==> config.mk <==
export PLATFORM = sky130hd
export DESIGN_NAME = lec_ctrl
export DESIGN_NICKNAME = d
export VERILOG_FILES = /design/src/rtl/lec_pkg.sv /design/src/rtl/lec_ctrl.sv
export SDC_FILE = /design/constraint.sdc
export NUM_CORES = 1
export LEC_CHECK = 0
export ABC_AREA = 1
export BUFFER_PORTS_ARGS = -buffer_cell sky130_fd_sc_hd__clkbuf_2
export CORE_ASPECT_RATIO = 1.75
export CORE_MARGIN = 4
export CORE_UTILIZATION = 52
export DETAILED_ROUTE_END_ITERATION = 10
export GPL_TIMING_DRIVEN = 0
export PLACE_DENSITY_LB_ADDON = 0.05
export SLEW_MARGIN = 25
export SYNTH_ARGS = -nofsm -noshare
export SYNTH_HDL_FRONTEND = slang
export SYNTH_SLANG_ARGS = --single-unit
==> constraint.sdc <==
create_clock -name clk_i -period 2.6 [get_ports clk_i]
set_clock_uncertainty 0.05 [all_clocks]
set_input_delay 0.39 -clock clk_i [delete_from_list [all_inputs] [get_ports clk_i]]
set_output_delay 0.39 -clock clk_i [all_outputs]
set_load 0.05 [all_outputs]
==> src/rtl/lec_pkg.sv <==
// Purpose: Shared constants for the lookup engine control and interrupt block.
// Assumes: 32-bit classic Wishbone, byte addresses, one word per register.
// Notes: Register indices are word numbers; the byte address is four times the index.
package lec_pkg;
  // Register indices and the address window they are decoded from.
  localparam int LEC_ADR_W = 12;
  localparam int LEC_IDX_W = 10;
  localparam logic [9:0] LEC_IDX_CTRL_ONE = 10'h311;
  localparam logic [9:0] LEC_IDX_CTRL_TWO = 10'h312;
  localparam logic [9:0] LEC_IDX_AGING = 10'h313;
  localparam logic [9:0] LEC_IDX_STATUS = 10'h314;
  localparam logic [9:0] LEC_IDX_MASK = 10'h315;
  localparam int LEC_IDX_LSB = 2;

  // Lookup control one: self-clearing flush triggers.
  localparam int LEC_TRIG_ALL_BIT = 5;
  localparam int LEC_TRIG_MSTP_BIT = 4;

  // Lookup control two fields.
  localparam int LEC_TRAP_BIT = 6;
  localparam int LEC_DYN_FILT_BIT = 5;
  localparam int LEC_STA_FILT_BIT = 4;
  localparam int LEC_FLUSH_MSB = 3;
  localparam int LEC_FLUSH_LSB = 2;
  localparam int LEC_PRIO_MSB = 1;
  localparam int LEC_PRIO_LSB = 0;
  localparam logic [7:0] LEC_CTRL_TWO_RW = 8'h7f;
  localparam logic [7:0] LEC_CTRL_TWO_RST = 8'h00;

  // Aging period in seconds.
  localparam logic [7:0] LEC_AGING_RST = 8'h4b;

  // Event bits shared by status and mask.
  localparam int LEC_EVT_W = 3;
  localparam int LEC_EVT_LEARN = 2;
  localparam int LEC_EVT_FULL = 1;
  localparam int LEC_EVT_WFAIL = 0;
  localparam logic [2:0] LEC_MASK_RST = 3'h7;

  // One-second time base.
  localparam longint LEC_SECOND_NS = 1000000000;
  localparam longint LEC_CLK_NS = 10;
  localparam int LEC_SEC_CYCLES = int'(LEC_SECOND_NS / LEC_CLK_NS);

  typedef enum logic [1:0] {
    LEC_FLUSH_NONE = 2'b00,
    LEC_FLUSH_DYN = 2'b01,
    LEC_FLUSH_STA = 2'b10,
    LEC_FLUSH_BOTH = 2'b11
  } lec_flush_t;

  typedef enum logic [1:0] {
    LEC_PRIO_DA = 2'b00,
    LEC_PRIO_SA = 2'b01,
    LEC_PRIO_HIGH = 2'b10,
    LEC_PRIO_LOW = 2'b11
  } lec_prio_sel_t;
endpackage

==> src/rtl/lec_ctrl.sv <==
// Purpose: Control and interrupt registers of the address lookup engine, with the
//   forwarding, priority, flush and aging decisions they steer.
// Assumes: Event and lookup inputs come from logic on clk_i; registers sit behind classic Wishbone.
// Notes: Every output is a flip-flop, so decisions appear one cycle after their inputs.
//   Register map, one 32-bit word per register, data in bits 7:0 and zero above:
//     0xc44 lookup control one, write-only triggers: bit 5 whole-table flush, bit 4 spanning-tree flush.
//     0xc48 lookup control two: bit 6 trap, bit 5 dynamic filter, bit 4 static filter,
//       bits 3:2 flush selector, bits 1:0 priority source; bit 7 is dropped and reads zero.
//     0xc4c aging period in seconds.
//     0xc50 event status, write one to clear: bit 2 learn fail, bit 1 almost full, bit 0 write fail.
//     0xc54 event mask of the same layout, where a one keeps the event off the interrupt.
//   Bus timing: a request is taken on the edge where cyc and stb are high and ack is low.
//     Ack and read data stand for the one cycle after that edge, and a write lands on the taking edge.
//     A master that keeps stb high after ack is answered again every second cycle, so it must drop it.
//     Writes without byte lane 0 are answered and ignored, since every register sits in that lane.
//   Events: each high cycle of an event input sets its status bit.
//     A set beats a clear written in the same cycle, so an event that races software is never lost.
//     Status latches even while masked, so software can poll with the interrupt switched off.
//   Flush: the triggers are honoured only while the selector is non-zero.
//     flush_done_i returns the selector to zero unless software writes lookup control two in that cycle.
//     The table decides what the scope levels mean; this block only holds and reports them.
//   Forwarding: the trap wins over both egress filters; an untrapped miss passes the address map unchanged.
//   Priority: the higher and lower choices compare the two lookup priorities as unsigned numbers.
//   Aging: age_step_o pulses once per aging period; a period of zero stops the pulses.
//     The second counter runs from reset and a new period acts on the running count,
//     so the first pulse after a change may come early.
//     SEC_CYCLES sets the one-second time base and is shortened for simulation.
//
// Overview of operation
// - With double tagging on and the trap bit set, reserved multicast goes only to the host port.
// - With dynamic filtering set, a dynamic hit forwards to the address map ANDed with the VLAN map.
// - With static filtering set, a static hit forwards to the address map ANDed with the VLAN map.
// - The flush selector picks dynamic only (01), static only (10) or both kinds (11).
// - The flush selector governs both the whole-table flush and the spanning-tree entry flush.
// - A selector of 00 means nothing selected or flush finished, and it resets to 00.
// - The priority field picks destination, source, higher or lower lookup priority.
// - Aging time is the age period register times the entry age count, and the period resets to 0x4b.
// - Status bit 2 latches a learn failure caused by a bucket of static entries until written clear.
// - Status bit 1 latches a static write into a bucket holding two or three valid entries.
// - Status bit 0 latches a write that failed because the bucket was full.
// - The lookup engine summary is the OR of the three status bits.
// - Each event has a mask bit where one disables its interrupt, and all masks reset to one.
// - The whole-table flush trigger starts a selector-limited flush and clears itself.
`timescale 1ns/1ps
module lec_ctrl
  import lec_pkg::*;
#(
  parameter int NPORT = 3,
  parameter int PRIO_W = 3,
  parameter logic [NPORT-1:0] HOST_MAP = 3'h4,
  parameter int SEC_CYCLES = LEC_SEC_CYCLES
) (
  input wire logic clk_i,
  input wire logic rst_i,
  input wire logic wb_cyc_i,
  input wire logic wb_stb_i,
  input wire logic wb_we_i,
  input wire logic [LEC_ADR_W-1:0] wb_adr_i,
  input wire logic [3:0] wb_sel_i,
  input wire logic [31:0] wb_dat_i,
  output logic [31:0] wb_dat_o,
  output logic wb_ack_o,
  input wire logic lookup_valid_i,
  input wire logic lookup_hit_i,
  input wire logic lookup_static_i,
  input wire logic reserved_mcast_i,
  input wire logic double_tag_mode_i,
  input wire logic [NPORT-1:0] addr_map_i,
  input wire logic [NPORT-1:0] vlan_map_i,
  input wire logic [PRIO_W-1:0] da_prio_i,
  input wire logic [PRIO_W-1:0] sa_prio_i,
  input wire logic learn_fail_i,
  input wire logic almost_full_i,
  input wire logic write_fail_i,
  input wire logic flush_done_i,
  output logic [NPORT-1:0] fwd_map_o,
  output logic fwd_valid_o,
  output logic [PRIO_W-1:0] address_table_priority_o,
  output logic flush_table_o,
  output logic flush_mstp_o,
  output logic flush_dynamic_o,
  output logic flush_static_o,
  output logic [7:0] aging_period_o,
  output logic age_step_o,
  output logic lookup_engine_summary_o,
  output logic irq_o
);

  localparam int SEC_W = $clog2(SEC_CYCLES + 1);
  localparam logic [SEC_W-1:0] SEC_LAST = SEC_W'(SEC_CYCLES - 1);

  typedef struct packed {
    logic [7:0] ctrl_two;
    logic [7:0] aging;
    logic [LEC_EVT_W-1:0] status;
    logic [LEC_EVT_W-1:0] mask;
    logic [SEC_W-1:0] sec_cnt;
    logic [7:0] age_cnt;
    logic ack;
    logic [31:0] rdata;
    logic [NPORT-1:0] fwd_map;
    logic fwd_valid;
    logic [PRIO_W-1:0] prio;
    logic flush_table;
    logic flush_mstp;
    logic age_step;
    logic summary;
    logic irq;
  } lec_state_t;

  lec_state_t st;
  lec_state_t next_st;

  // Word-index match, used by both the read and the write decode.
  function automatic logic idx_hit(input logic [LEC_ADR_W-1:0] adr, input logic [LEC_IDX_W-1:0] idx);
    idx_hit = (adr[LEC_ADR_W-1:LEC_IDX_LSB] == idx);
  endfunction

  function automatic logic [PRIO_W-1:0] pick_prio(input lec_prio_sel_t sel,
                                                  input logic [PRIO_W-1:0] da,
                                                  input logic [PRIO_W-1:0] sa);
    pick_prio = da;
    unique case (sel)
      LEC_PRIO_DA: pick_prio = da;
      LEC_PRIO_SA: pick_prio = sa;
      LEC_PRIO_HIGH: pick_prio = (da > sa) ? da : sa;
      LEC_PRIO_LOW: pick_prio = (da < sa) ? da : sa;
    endcase
  endfunction

  // Bus request and register decode.
  logic req;
  logic rd;
  logic wr;
  logic sel_ctrl_one;
  logic sel_ctrl_two;
  logic sel_aging;
  logic sel_status;
  logic sel_mask;

  // Event latching and interrupt terms.
  logic [LEC_EVT_W-1:0] events;
  logic [LEC_EVT_W-1:0] clr;
  logic [LEC_EVT_W-1:0] pending;

  // Flush selector terms.
  lec_flush_t flush_sel;
  logic flush_allowed;

  // Aging time base terms.
  logic sec_tick;
  logic [7:0] age_next;
  logic age_due;

  // Forwarding and priority terms.
  logic trap_hit;
  logic sta_filter;
  logic dyn_filter;
  logic [NPORT-1:0] filtered_map;
  lec_prio_sel_t prio_sel;

  always_comb begin
    next_st = st;

    // A request is taken only while ack is low, which gives one wait state and a one-cycle ack.
    req = wb_cyc_i && wb_stb_i && !st.ack;
    rd = req && !wb_we_i;
    wr = req && wb_we_i && wb_sel_i[0];
    sel_ctrl_one = idx_hit(wb_adr_i, LEC_IDX_CTRL_ONE);
    sel_ctrl_two = idx_hit(wb_adr_i, LEC_IDX_CTRL_TWO);
    sel_aging = idx_hit(wb_adr_i, LEC_IDX_AGING);
    sel_status = idx_hit(wb_adr_i, LEC_IDX_STATUS);
    sel_mask = idx_hit(wb_adr_i, LEC_IDX_MASK);

    // Bus answer; read data is zero on writes and on unmapped addresses.
    next_st.ack = req;
    next_st.rdata = '0;
    if (rd) begin
      if (sel_ctrl_two) begin
        next_st.rdata[7:0] = st.ctrl_two & LEC_CTRL_TWO_RW;
      end else if (sel_aging) begin
        next_st.rdata[7:0] = st.aging;
      end else if (sel_status) begin
        next_st.rdata[LEC_EVT_W-1:0] = st.status;
      end else if (sel_mask) begin
        next_st.rdata[LEC_EVT_W-1:0] = st.mask;
      end
    end

    // A software write of lookup control two wins over a flush completion in the same cycle.
    flush_sel = lec_flush_t'(st.ctrl_two[LEC_FLUSH_MSB:LEC_FLUSH_LSB]);
    if (wr && sel_ctrl_two) begin
      next_st.ctrl_two = wb_dat_i[7:0] & LEC_CTRL_TWO_RW;
    end else if (flush_done_i) begin
      next_st.ctrl_two[LEC_FLUSH_MSB:LEC_FLUSH_LSB] = LEC_FLUSH_NONE;
    end

    if (wr && sel_aging) begin
      next_st.aging = wb_dat_i[7:0];
    end

    if (wr && sel_mask) begin
      next_st.mask = wb_dat_i[LEC_EVT_W-1:0];
    end

    flush_allowed = (flush_sel != LEC_FLUSH_NONE);
    next_st.flush_table = wr && sel_ctrl_one && flush_allowed && wb_dat_i[LEC_TRIG_ALL_BIT];
    next_st.flush_mstp = wr && sel_ctrl_one && flush_allowed && wb_dat_i[LEC_TRIG_MSTP_BIT];

    // Event inputs gathered in status bit order.
    events = '0;
    events[LEC_EVT_LEARN] = learn_fail_i;
    events[LEC_EVT_FULL] = almost_full_i;
    events[LEC_EVT_WFAIL] = write_fail_i;

    // Write-one-to-clear on the status register.
    clr = '0;
    if (wr && sel_status) begin
      clr = wb_dat_i[LEC_EVT_W-1:0];
    end

    next_st.status = (st.status & ~clr) | events;
    next_st.summary = |next_st.status;
    pending = next_st.status & ~next_st.mask;
    next_st.irq = |pending;

    // one period of the aging sweep
    sec_tick = (st.sec_cnt == SEC_LAST);
    age_next = st.age_cnt + 8'h01;
    age_due = sec_tick && (st.aging != 8'h00) && (age_next >= st.aging);
    if (sec_tick) begin
      next_st.sec_cnt = '0;
    end else begin
      next_st.sec_cnt = st.sec_cnt + SEC_W'(1);
    end
    if (age_due) begin
      next_st.age_cnt = 8'h00;
    end else if (sec_tick) begin
      next_st.age_cnt = age_next;
    end
    next_st.age_step = age_due;

    trap_hit = double_tag_mode_i && reserved_mcast_i && st.ctrl_two[LEC_TRAP_BIT];
    sta_filter = lookup_hit_i && lookup_static_i && st.ctrl_two[LEC_STA_FILT_BIT];
    dyn_filter = lookup_hit_i && !lookup_static_i && st.ctrl_two[LEC_DYN_FILT_BIT];
    filtered_map = addr_map_i & vlan_map_i;
    next_st.fwd_valid = lookup_valid_i;
    if (trap_hit) begin
      next_st.fwd_map = HOST_MAP;
    end else if (sta_filter || dyn_filter) begin
      next_st.fwd_map = filtered_map;
    end else begin
      next_st.fwd_map = addr_map_i;
    end

    prio_sel = lec_prio_sel_t'(st.ctrl_two[LEC_PRIO_MSB:LEC_PRIO_LSB]);
    next_st.prio = pick_prio(prio_sel, da_prio_i, sa_prio_i);

    // Reset overrides every next value, so the outputs show reset values from the first edge.
    if (rst_i) begin
      next_st.ctrl_two = LEC_CTRL_TWO_RST;
      next_st.aging = LEC_AGING_RST;
      next_st.status = '0;
      next_st.mask = LEC_MASK_RST;
      next_st.sec_cnt = '0;
      next_st.age_cnt = '0;
      next_st.ack = 1'b0;
      next_st.rdata = '0;
      next_st.fwd_map = '0;
      next_st.fwd_valid = 1'b0;
      next_st.prio = '0;
      next_st.flush_table = 1'b0;
      next_st.flush_mstp = 1'b0;
      next_st.age_step = 1'b0;
      next_st.summary = 1'b0;
      next_st.irq = 1'b0;
    end
  end

  // The one state register; the synchronous reset is folded into next_st.
  always_ff @(posedge clk_i) begin
    st <= next_st;
  end

  assign flush_dynamic_o = st.ctrl_two[LEC_FLUSH_LSB];
  assign flush_static_o = st.ctrl_two[LEC_FLUSH_MSB];
  assign wb_dat_o = st.rdata;
  assign wb_ack_o = st.ack;
  assign fwd_map_o = st.fwd_map;
  assign fwd_valid_o = st.fwd_valid;
  assign address_table_priority_o = st.prio;
  assign flush_table_o = st.flush_table;
  assign flush_mstp_o = st.flush_mstp;
  assign aging_period_o = st.aging;
  assign age_step_o = st.age_step;
  assign lookup_engine_summary_o = st.summary;
  assign irq_o = st.irq;

endmodule

==> results.cfg, run 1 <==
[critical_path]
path_cells = ha_1 -> nand3_1 -> nand3b_1 -> xor2_2 -> inv_1 -> ha_1 -> inv_1 -> nor3_2 -> nand4_1 -> nand4_1 -> nand2_1 -> nand2_4 -> nor2_1
cp_slowest_stage_delay_ps = 360
cp.required_ps = 2770
ff2ff_path_depth = 13
worstSetupPathType = reg -> reg
crit_fanout = 8
crit_path_end_kind = flip-flop
cp.depth = 13
slowest_stage = dfxtp_2
cp-start-kind = flip-flop
cp.arrival_ps = 2480
crit_family = simple AND/OR/NAND/NOR gates
critPathBufInv = 2

[cells_and_area]
design_area_um2 = 5100
drive_gt1_share_pct = 24.0
fillers = 758
antennaDiodeCount = 0
final_nets = 795
syn2layout_area_growth_pct = 19.8

[power_and_ir_drop]
ir_drop_mv = 0.360
static-leakage-power_nw = 2.38
power_density_nw_per_um2 = 509

[grt]
antenna_found_initial = 0
use_met1_pct = 23.3
grt_usage_pct = 22.0
top_usage_layer = met2
grt_pass1_wl_mm = 17.3
grt_pass1_vias = 3894
use_met2_pct = 41.3
grt_start_max_net_pins = 12
grt.overflow.total = 0
met3_usage_pct = 4.08

[die]
die_h_um = 128
pin_count = 129
core-area_um2 = 7960
start_util_pct = 53.5
die_w_um = 76.4
die_area_um2 = 9770
rows = 43

[synth]
ys_seq_area_share_pct = 36.2
avgSynthCellArea_um2 = 7.10
synthFlopType = dfxtp_1
yosysWarnings = 0
synthMuxAreaShare_pct = 0
async_reset_ff_share_pct = 0
synth_top_area_cell = dfxtp_1
synth_simple_gate_area_share_pct = 28.1
synth_top_family_by_area = simple AND/OR/NAND/NOR gates
synthXorXnorAreaFrac_pct = 3.08
synth.area.top_cells = dfxtp_1 36%, nand2_1 9.2%, buf_4 8.5%
syn_area_um2 = 4260
synth.most_common_cell = nand2_1
synthAdderAreaFrac_pct = 3.82
ys_types = 37
synth_edf_count = 0
yosys-top-cells-count = 105 x nand2_1, 92 x inv_1, 77 x dfxtp_1
synthCells = 600
ys_ff_latch = 77
synth_compound_area_share_pct = 11.4
synth_top_area_share_pct = 36.2

[timing]
worst_slack_ps = 292
final_hold_viol_count = 0
hold_slack_ps = 211
layout_min_cycle_time_ps = 2310
fin_setup_tns_ps = 0
rsz0062_at_grt = false
setup_viol = 0
tightest_slew_ps = 551
slew_violations = 0
post-route-period-util_pct = 88.8
fmax_ghz = 0.433
max_slew_margin_pct = 63.3

[clock_network]
h-tree-depth = 3
clk_path_buf_depth = 2
cts-hold-fix-buffers = 0
cts_tree = done
cts_num_sinks = 77
post_cts_buffers = 0
cts.clk_slew.worst_paths_ps = 50
root_buffer = clkbuf_16
cts_buffers = 9
cts_resized = 0
clk_latency_ps = 330

[drt]
drt-initial-drc-count = 268
wl_per_cell_um = 12.9
wirelength_mm = 10.3
vias = 4012
drc = 0
dr.pass1.iters = 5
antenna_left = 0
via_per_inst = 5.00

[job]
maxCapViolCount = 0

[hold_path]
worst_hold_path_type = in -> reg
min_path_cells = 3

[placed_design]
place.gp.congestion = 0.905
pre_cts_ws_ps = 137
io_buffers = 74
place_area_um2 = 4830
hpwl_mm = 8.33

[status]
status = finished, final reports clean
flip-flops by register name, summed over array words and instances, names as in the netlist, 2 cells and up:
signal and cells:
st 44, aging_period_o 8, wb_dat_o 8, address_table_priority_o 3
fwd_map_o 3, prio_sel 2
metrics by stage:
stage               utilization [%]  instances  power (W)
global route                   64.1        803    0.00270
CTS                            63.9        803    0.00261
global placement               60.7        787    0.00152
detailed placement             60.7        787    0.00152
finish                         64.1        803    0.00260
floorplan                         -        623    0.00145
cells in the final DEF, fill, tap and decap left out, types with 2 or more instances in the layout:
cell type  instances
a21oi_1           33
a31oi_1            4
buf_4             48
clkbuf_1           8
clkbuf_16          9
clkbuf_2          74
clkinv_2           2
conb_1            24
dfxtp_1           76
ha_1              13
inv_1             92
inv_2              2
nand2_1          105
nand2_2            9
nand3_1           34
nand3_2            3
nand3b_1           2
nand4_1           10
nor2_1            59
nor2_2             8
nor2_4             3
nor3_1            19
nor3_2             2
nor4_1             2
o211ai_1           7
o21ai_0           30
o21ai_2            4
o22ai_1            2
o32ai_1            2
or2_2              2
xnor2_1            4
xor2_1            10
power by group:
group	internal [W]	switching (W)
Combinational	0.0000916	0.000202
Sequential	0.00120	0.00000808
Clock	0.000645	0.000456
per-layer routing:
metal  part of all wire (%)  vias to the layer above
met1                     39                     1796
met3                    3.8                       29
met5                      0                        -
met2                     54                      105
met4                    3.4                        0
li1                       -                     2082
worst register-to-register path, stage by stage (launching register included):
cell,delay [ps]
dfxtp_2,360
ha_1,180
nand3_1,110
nand3b_1,220
xor2_2,180
inv_1,70
ha_1,270
inv_1,50
nor3_2,200
nand4_1,100
nand4_1,140
nand2_1,100
nand2_4,120
nor2_1,60
path summary, 6_finish.rpt:
check	start	end	slack, ps
max	st[45]$_SDFFE_PP0P_	st[47]$_SDFFE_PP0P_	290
min	lookup_valid_i	fwd_valid_o$_SDFF_PP0_	210
max reg2reg	st[45]$_SDFFE_PP0P_	st[47]$_SDFFE_PP0P_	290
min reg2reg	st[53]$_SDFF_PP0_	st[53]$_SDFF_PP0_	410
cell families after synthesis:
family / Yosys count
buffers and inverters: 147
AO/OA/AOI/OAI: 86
XOR/XNOR: 15
flip-flops: 77
adder cells (fa/ha/maj): 13
AND/OR/NAND/NOR: 261
other: 1
layout make-up:
type	instances	area (µm²)	share of cell area, %
multi-input combinational	399	2090	40.9
sequential	77	1540	30.2
buffer	52	383	7.50
timing repair buffer	74	370	7.25
inverter	95	357	6.99
clock buffer	14	244	4.78
tap	90	113	2.21
clock inverter	2	10.0	0.196
Power figures use the tool's default switching activity.
==> run 2: changes to the inputs <==
--- a/config.mk
+++ b/config.mk
@@ -12,7 +12,7 @@
 export CORE_UTILIZATION = 52
 export DETAILED_ROUTE_END_ITERATION = 10
 export GPL_TIMING_DRIVEN = 0
-export PLACE_DENSITY_LB_ADDON = 0.05
+export PLACE_DENSITY = 0.88
 export SLEW_MARGIN = 25
 export SYNTH_ARGS = -nofsm -noshare
 export SYNTH_HDL_FRONTEND = slang
==> results.cfg, run 2 (same netlist as run 1, synthesis figures left out) <==
[timing]
rsz0062_at_grt = false
fin_setup_tns_ps = 0
max_slew_margin_pct = 62.3
layout_min_cycle_time_ps = 2410
hold_slack_ps = 188
fmax_ghz = 0.414
tightest_slew_ps = 566
worst_slack_ps = 187
final_hold_viol_count = 0
slew_violations = 0
post-route-period-util_pct = 92.8
setup_viol = 0

[power_and_ir_drop]
seqPwrFrac_pct = 40.8
p_int_w = 0.00223
total_power_w = 0.00295
combPwrFrac_pct = 10.1
clockPowerShare_pct = 49.1
ir_drop_mv = 0.436
power_density_nw_per_um2 = 567
power.switching_w = 0.000723
p_sw_share_pct = 24.5
static-leakage-power_nw = 2.42

[drt]
vias = 4227
drc = 0
wl_per_cell_um = 14.0
antenna_left = 0
drt-initial-drc-count = 249
dr.pass1.iters = 5
wirelength_mm = 11.2
via_per_inst = 5.26

[die]
die_area_um2 = 9770
core-area_um2 = 7960
rows = 43
die_w_um = 76.4
start_util_pct = 53.5
die_h_um = 128
pin_count = 129

[clock_network]
clk_path_buf_depth = 2
cts_num_sinks = 77
cts-hold-fix-buffers = 0
clk_latency_ps = 340
cts_buffers = 9
cts.clk_slew.worst_paths_ps = 60
cts_tree = done
h-tree-depth = 3
root_buffer = clkbuf_16

[grt]
grt_pass1_vias = 4199
grt.overflow.total = 0
antenna_found_initial = 0
grt_pass1_wl_mm = 18.4
grt_usage_pct = 23.4
grt_start_max_net_pins = 15

[cells_and_area]
finalNonFillerCells = 804
largest_reg_flops = 44
multi_input_area_um2 = 2090
final_cell_mix = 105 x nand2_1, 92 x inv_1, 76 x dfxtp_1, 74 x clkbuf_2, 59 x nor2_1
final_common_cell = nand2_1
antennaDiodeCount = 0
drive_gt1_share_pct = 24.8
syn2layout_area_growth_pct = 22.1
seq_area_um2 = 1540
final_nets = 796
fillers = 694
regMostFlops = st

[critical_path]
cp-start-kind = flip-flop
slowest_stage = dfxtp_2
cp_slowest_stage_delay_ps = 360
worstSetupPathType = reg -> reg
cp.arrival_ps = 2590
crit_path_end_kind = flip-flop
critPathBufInv = 2
path_cells = ha_1 -> nand3_1 -> nand3b_1 -> xor2_2 -> inv_1 -> ha_1 -> inv_1 -> nor3_2 -> nand4_1 -> nand4_1 -> nand2_1 -> nand2_4 -> nor2_1
crit_family = simple AND/OR/NAND/NOR gates
cp.required_ps = 2780
crit_fanout = 8

[placed_design]
pre_cts_ws_ps = 67.8
place.gp.congestion = 0.944
io_buffers = 74
placed_cells = 787
hpwl_mm = 8.45

[job]
maxCapViolCount = 0

[hold_path]
worst_hold_path_type = in -> reg

[status]
status = finished, final reports clean
run 2: tightest hold or removal path: cells and delay by family:
family	cells	cell delay, ps
buf+inv	2	120
simple gates	1	30
run 2: power groups by stage:
stage / Clock, W / Combinational, W / Sequential, W
4_1_cts: 0.00146 / 0.000292 / 0.00120
3_5_place_dp: 0 / 0.000290 / 0.00123
2_1_floorplan: 0 / 0.000209 / 0.00124
5_1_grt: 0.00151 / 0.000318 / 0.00121
3_3_place_gp: 0 / 0.000283 / 0.00123
6_report: 0.00145 / 0.000298 / 0.00120
run 2: layout make-up:
cell class | instances | area share [%]
multi-input cells | 399 | 40.1
flip-flops and latches | 77 | 29.6
well taps | 90 | 2.16
clock buffers | 9 | 4.33
repair buffers | 75 | 7.26
plain buffers | 52 | 7.35
inverters | 95 | 6.85
clock inverters | 7 | 2.36
run 2: final timing paths:
kind | startpoint | endpoint | slack, ps | cells after the start
hold reg to reg | st[53]$_SDFF_PP0_ | st[53]$_SDFF_PP0_ | 410 | 1
hold / removal | lookup_valid_i | fwd_valid_o$_SDFF_PP0_ | 190 | 3
setup reg to reg | st[45]$_SDFFE_PP0P_ | st[45]$_SDFFE_PP0P_ | 190 | 13
setup / recovery | st[45]$_SDFFE_PP0P_ | st[45]$_SDFFE_PP0P_ | 190 | 13
run 2: what timing repair did:
action | in CTS | in global routing
endpoints found under the setup margin | 0 | 9
setup buffers | 0 | 1
gates resized for setup | 0 | 4
run 2: metrics by stage:
step | util, % | instance area [µm²]
after CTS | 65.1 | 5180
after detailed placement | 60.7 | 4830
after floorplan | - | 4350
final | 65.4 | 5210
after global placement | 60.7 | 4830
after global routing | 65.4 | 5210
run 2: per-layer routing:
layer | vias up | part of all wire, % | GRT usage, %
met5 | - | 0 | 0
li1 | 2076 | - | -
met2 | 184 | 53 | 44.3
met4 | 0 | 4.3 | 13.9
met3 | 47 | 6.2 | 5.13
met1 | 1920 | 37 | 23.0
==> run 3: changes to the inputs <==
--- a/config.mk
+++ b/config.mk
@@ -13,6 +13,7 @@
 export DETAILED_ROUTE_END_ITERATION = 10
 export GPL_TIMING_DRIVEN = 0
 export PLACE_DENSITY = 0.88
+export RECOVER_POWER = 25
 export SLEW_MARGIN = 25
 export SYNTH_ARGS = -nofsm -noshare
 export SYNTH_HDL_FRONTEND = slang
==> results.cfg, run 3 (same netlist as run 1, synthesis figures left out) <==
[placed_design]
hpwl_mm = 8.45
place.gp.congestion = 0.944
io_buffers = 74

[timing]
post-route-period-util_pct = 92.8
max_slew_margin_pct = 58.7
slew_violations = 0
final_hold_viol_count = 0
hold_slack_ps = 185
fin_setup_tns_ps = 0
rsz0062_at_grt = false
layout_min_cycle_time_ps = 2410
fmax_ghz = 0.414
tightest_slew_ps = 622
setup_viol = 0

[clock_network]
cts_num_sinks = 77
clk_path_buf_depth = 2
cts-hold-fix-buffers = 0
h-tree-depth = 3
cts_buffers = 9
cts_tree = done
root_buffer = clkbuf_16
clk_latency_ps = 350
cts.clk_slew.worst_paths_ps = 60

[cells_and_area]
seq_area_um2 = 1540
final_cell_mix = 105 x nand2_1, 92 x inv_1, 76 x dfxtp_1, 59 x nor2_1, 52 x clkbuf_2
final_util_pct = 65.0
final_nets = 796
antennaDiodeCount = 0
final_common_cell = nand2_1
largest_reg_flops = 44
drive_gt1_share_pct = 21.7
regMostFlops = st
fillers = 708
syn2layout_area_growth_pct = 21.5
multi_input_area_um2 = 2090

[grt]
grt_pass1_wl_mm = 18.4
use_met1_pct = 23.0
top_usage_layer = met2
grt_usage_pct = 23.4
grt_pass1_vias = 4199
met3_usage_pct = 5.13
antenna_found_initial = 0
use_met2_pct = 44.3
grt.overflow.total = 0
grt_start_max_net_pins = 15

[power_and_ir_drop]
static-leakage-power_nw = 2.35
power_density_nw_per_um2 = 571
ir_drop_mv = 0.438

[die]
die_area_um2 = 9770
start_util_pct = 53.5
pin_count = 129
rows = 43
core-area_um2 = 7960
die_w_um = 76.4
die_h_um = 128

[drt]
antenna_left = 0
dr.pass1.iters = 5
drt-initial-drc-count = 292
wirelength_mm = 11.3
vias = 4212
via_per_inst = 5.24
wl_per_cell_um = 14.0
drc = 0

[critical_path]
ff2ff_setup_slack_ps = 190
worstSetupPathType = reg -> reg
crit_path_end_kind = flip-flop
crit_fanout = 8
cp.arrival_ps = 2600
cp-start-kind = flip-flop
cp.required_ps = 2780

[job]
maxCapViolCount = 0

[status]
status = finished, final reports clean

[hold_path]
worst_hold_path_type = in -> reg
## run 3: cell counts in the layout (fill, tap and decap cells not counted)
No cell type changed its count.
## run 3: power by group
group	switching [W]	total [W]	leakage, nW	internal [W]
logic	0.000207	0.000296	1.56	0.0000894
clock network	0.000515	0.00146	0.162	0.000942
registers	0.00000803	0.00120	0.625	0.00120
## run 3: final cells by class
type	instances	share of cell area, %
multi-input cells	399	40.3
flip-flops and latches	77	29.8
plain buffers	52	7.39
inverters	95	6.89
repair buffers	75	6.76
clock buffers	9	4.35
clock inverters	7	2.37
well taps	90	2.17
## run 3: final timing paths
check	from	to	depth (start not counted)
setup / recovery	st[45]$_SDFFE_PP0P_	st[45]$_SDFFE_PP0P_	13
hold / removal	lookup_valid_i	fwd_valid_o$_SDFF_PP0_	3
setup reg to reg	st[45]$_SDFFE_PP0P_	st[45]$_SDFFE_PP0P_	13
hold reg to reg	st[53]$_SDFF_PP0_	st[53]$_SDFF_PP0_	1
## run 3: layer usage
metal	part of all wire, %	wire length, µm	up-vias
li1	-	-	2074
met1	37	4190	1927
met2	53	5960	171
met3	6.0	675	40
met4	4.0	451	0
met5	0	0	-
## run 3: repair_timing
item	4_1_cts	5_1_grt
setup endpoints to repair	0	9
buffers inserted	0	1
resized for setup	0	4
## run 3: critical path, stage by stage (launching register included)
cell      delay (ps)
dfxtp_2          360
ha_1             190
nand3_1          110
nand3b_1         230
xor2_2           210
inv_1             90
ha_1             290
inv_1             70
nor3_2           210
nand4_1          110
nand4_1          120
nand2_1           90
nand2_4          110
nor2_1            60
## run 3: stage by stage
step                      cell area (µm²)  std cells  power [W]  setup WS (ps)
after floorplan                      4350        623    0.00145            408
after global placement               4830        787    0.00151            167
after CTS                            5180        803    0.00296           46.8
after detailed placement             4830        787    0.00152           67.8
final                                5180        804    0.00296            186
after global routing                 5180        804    0.00303           7.72
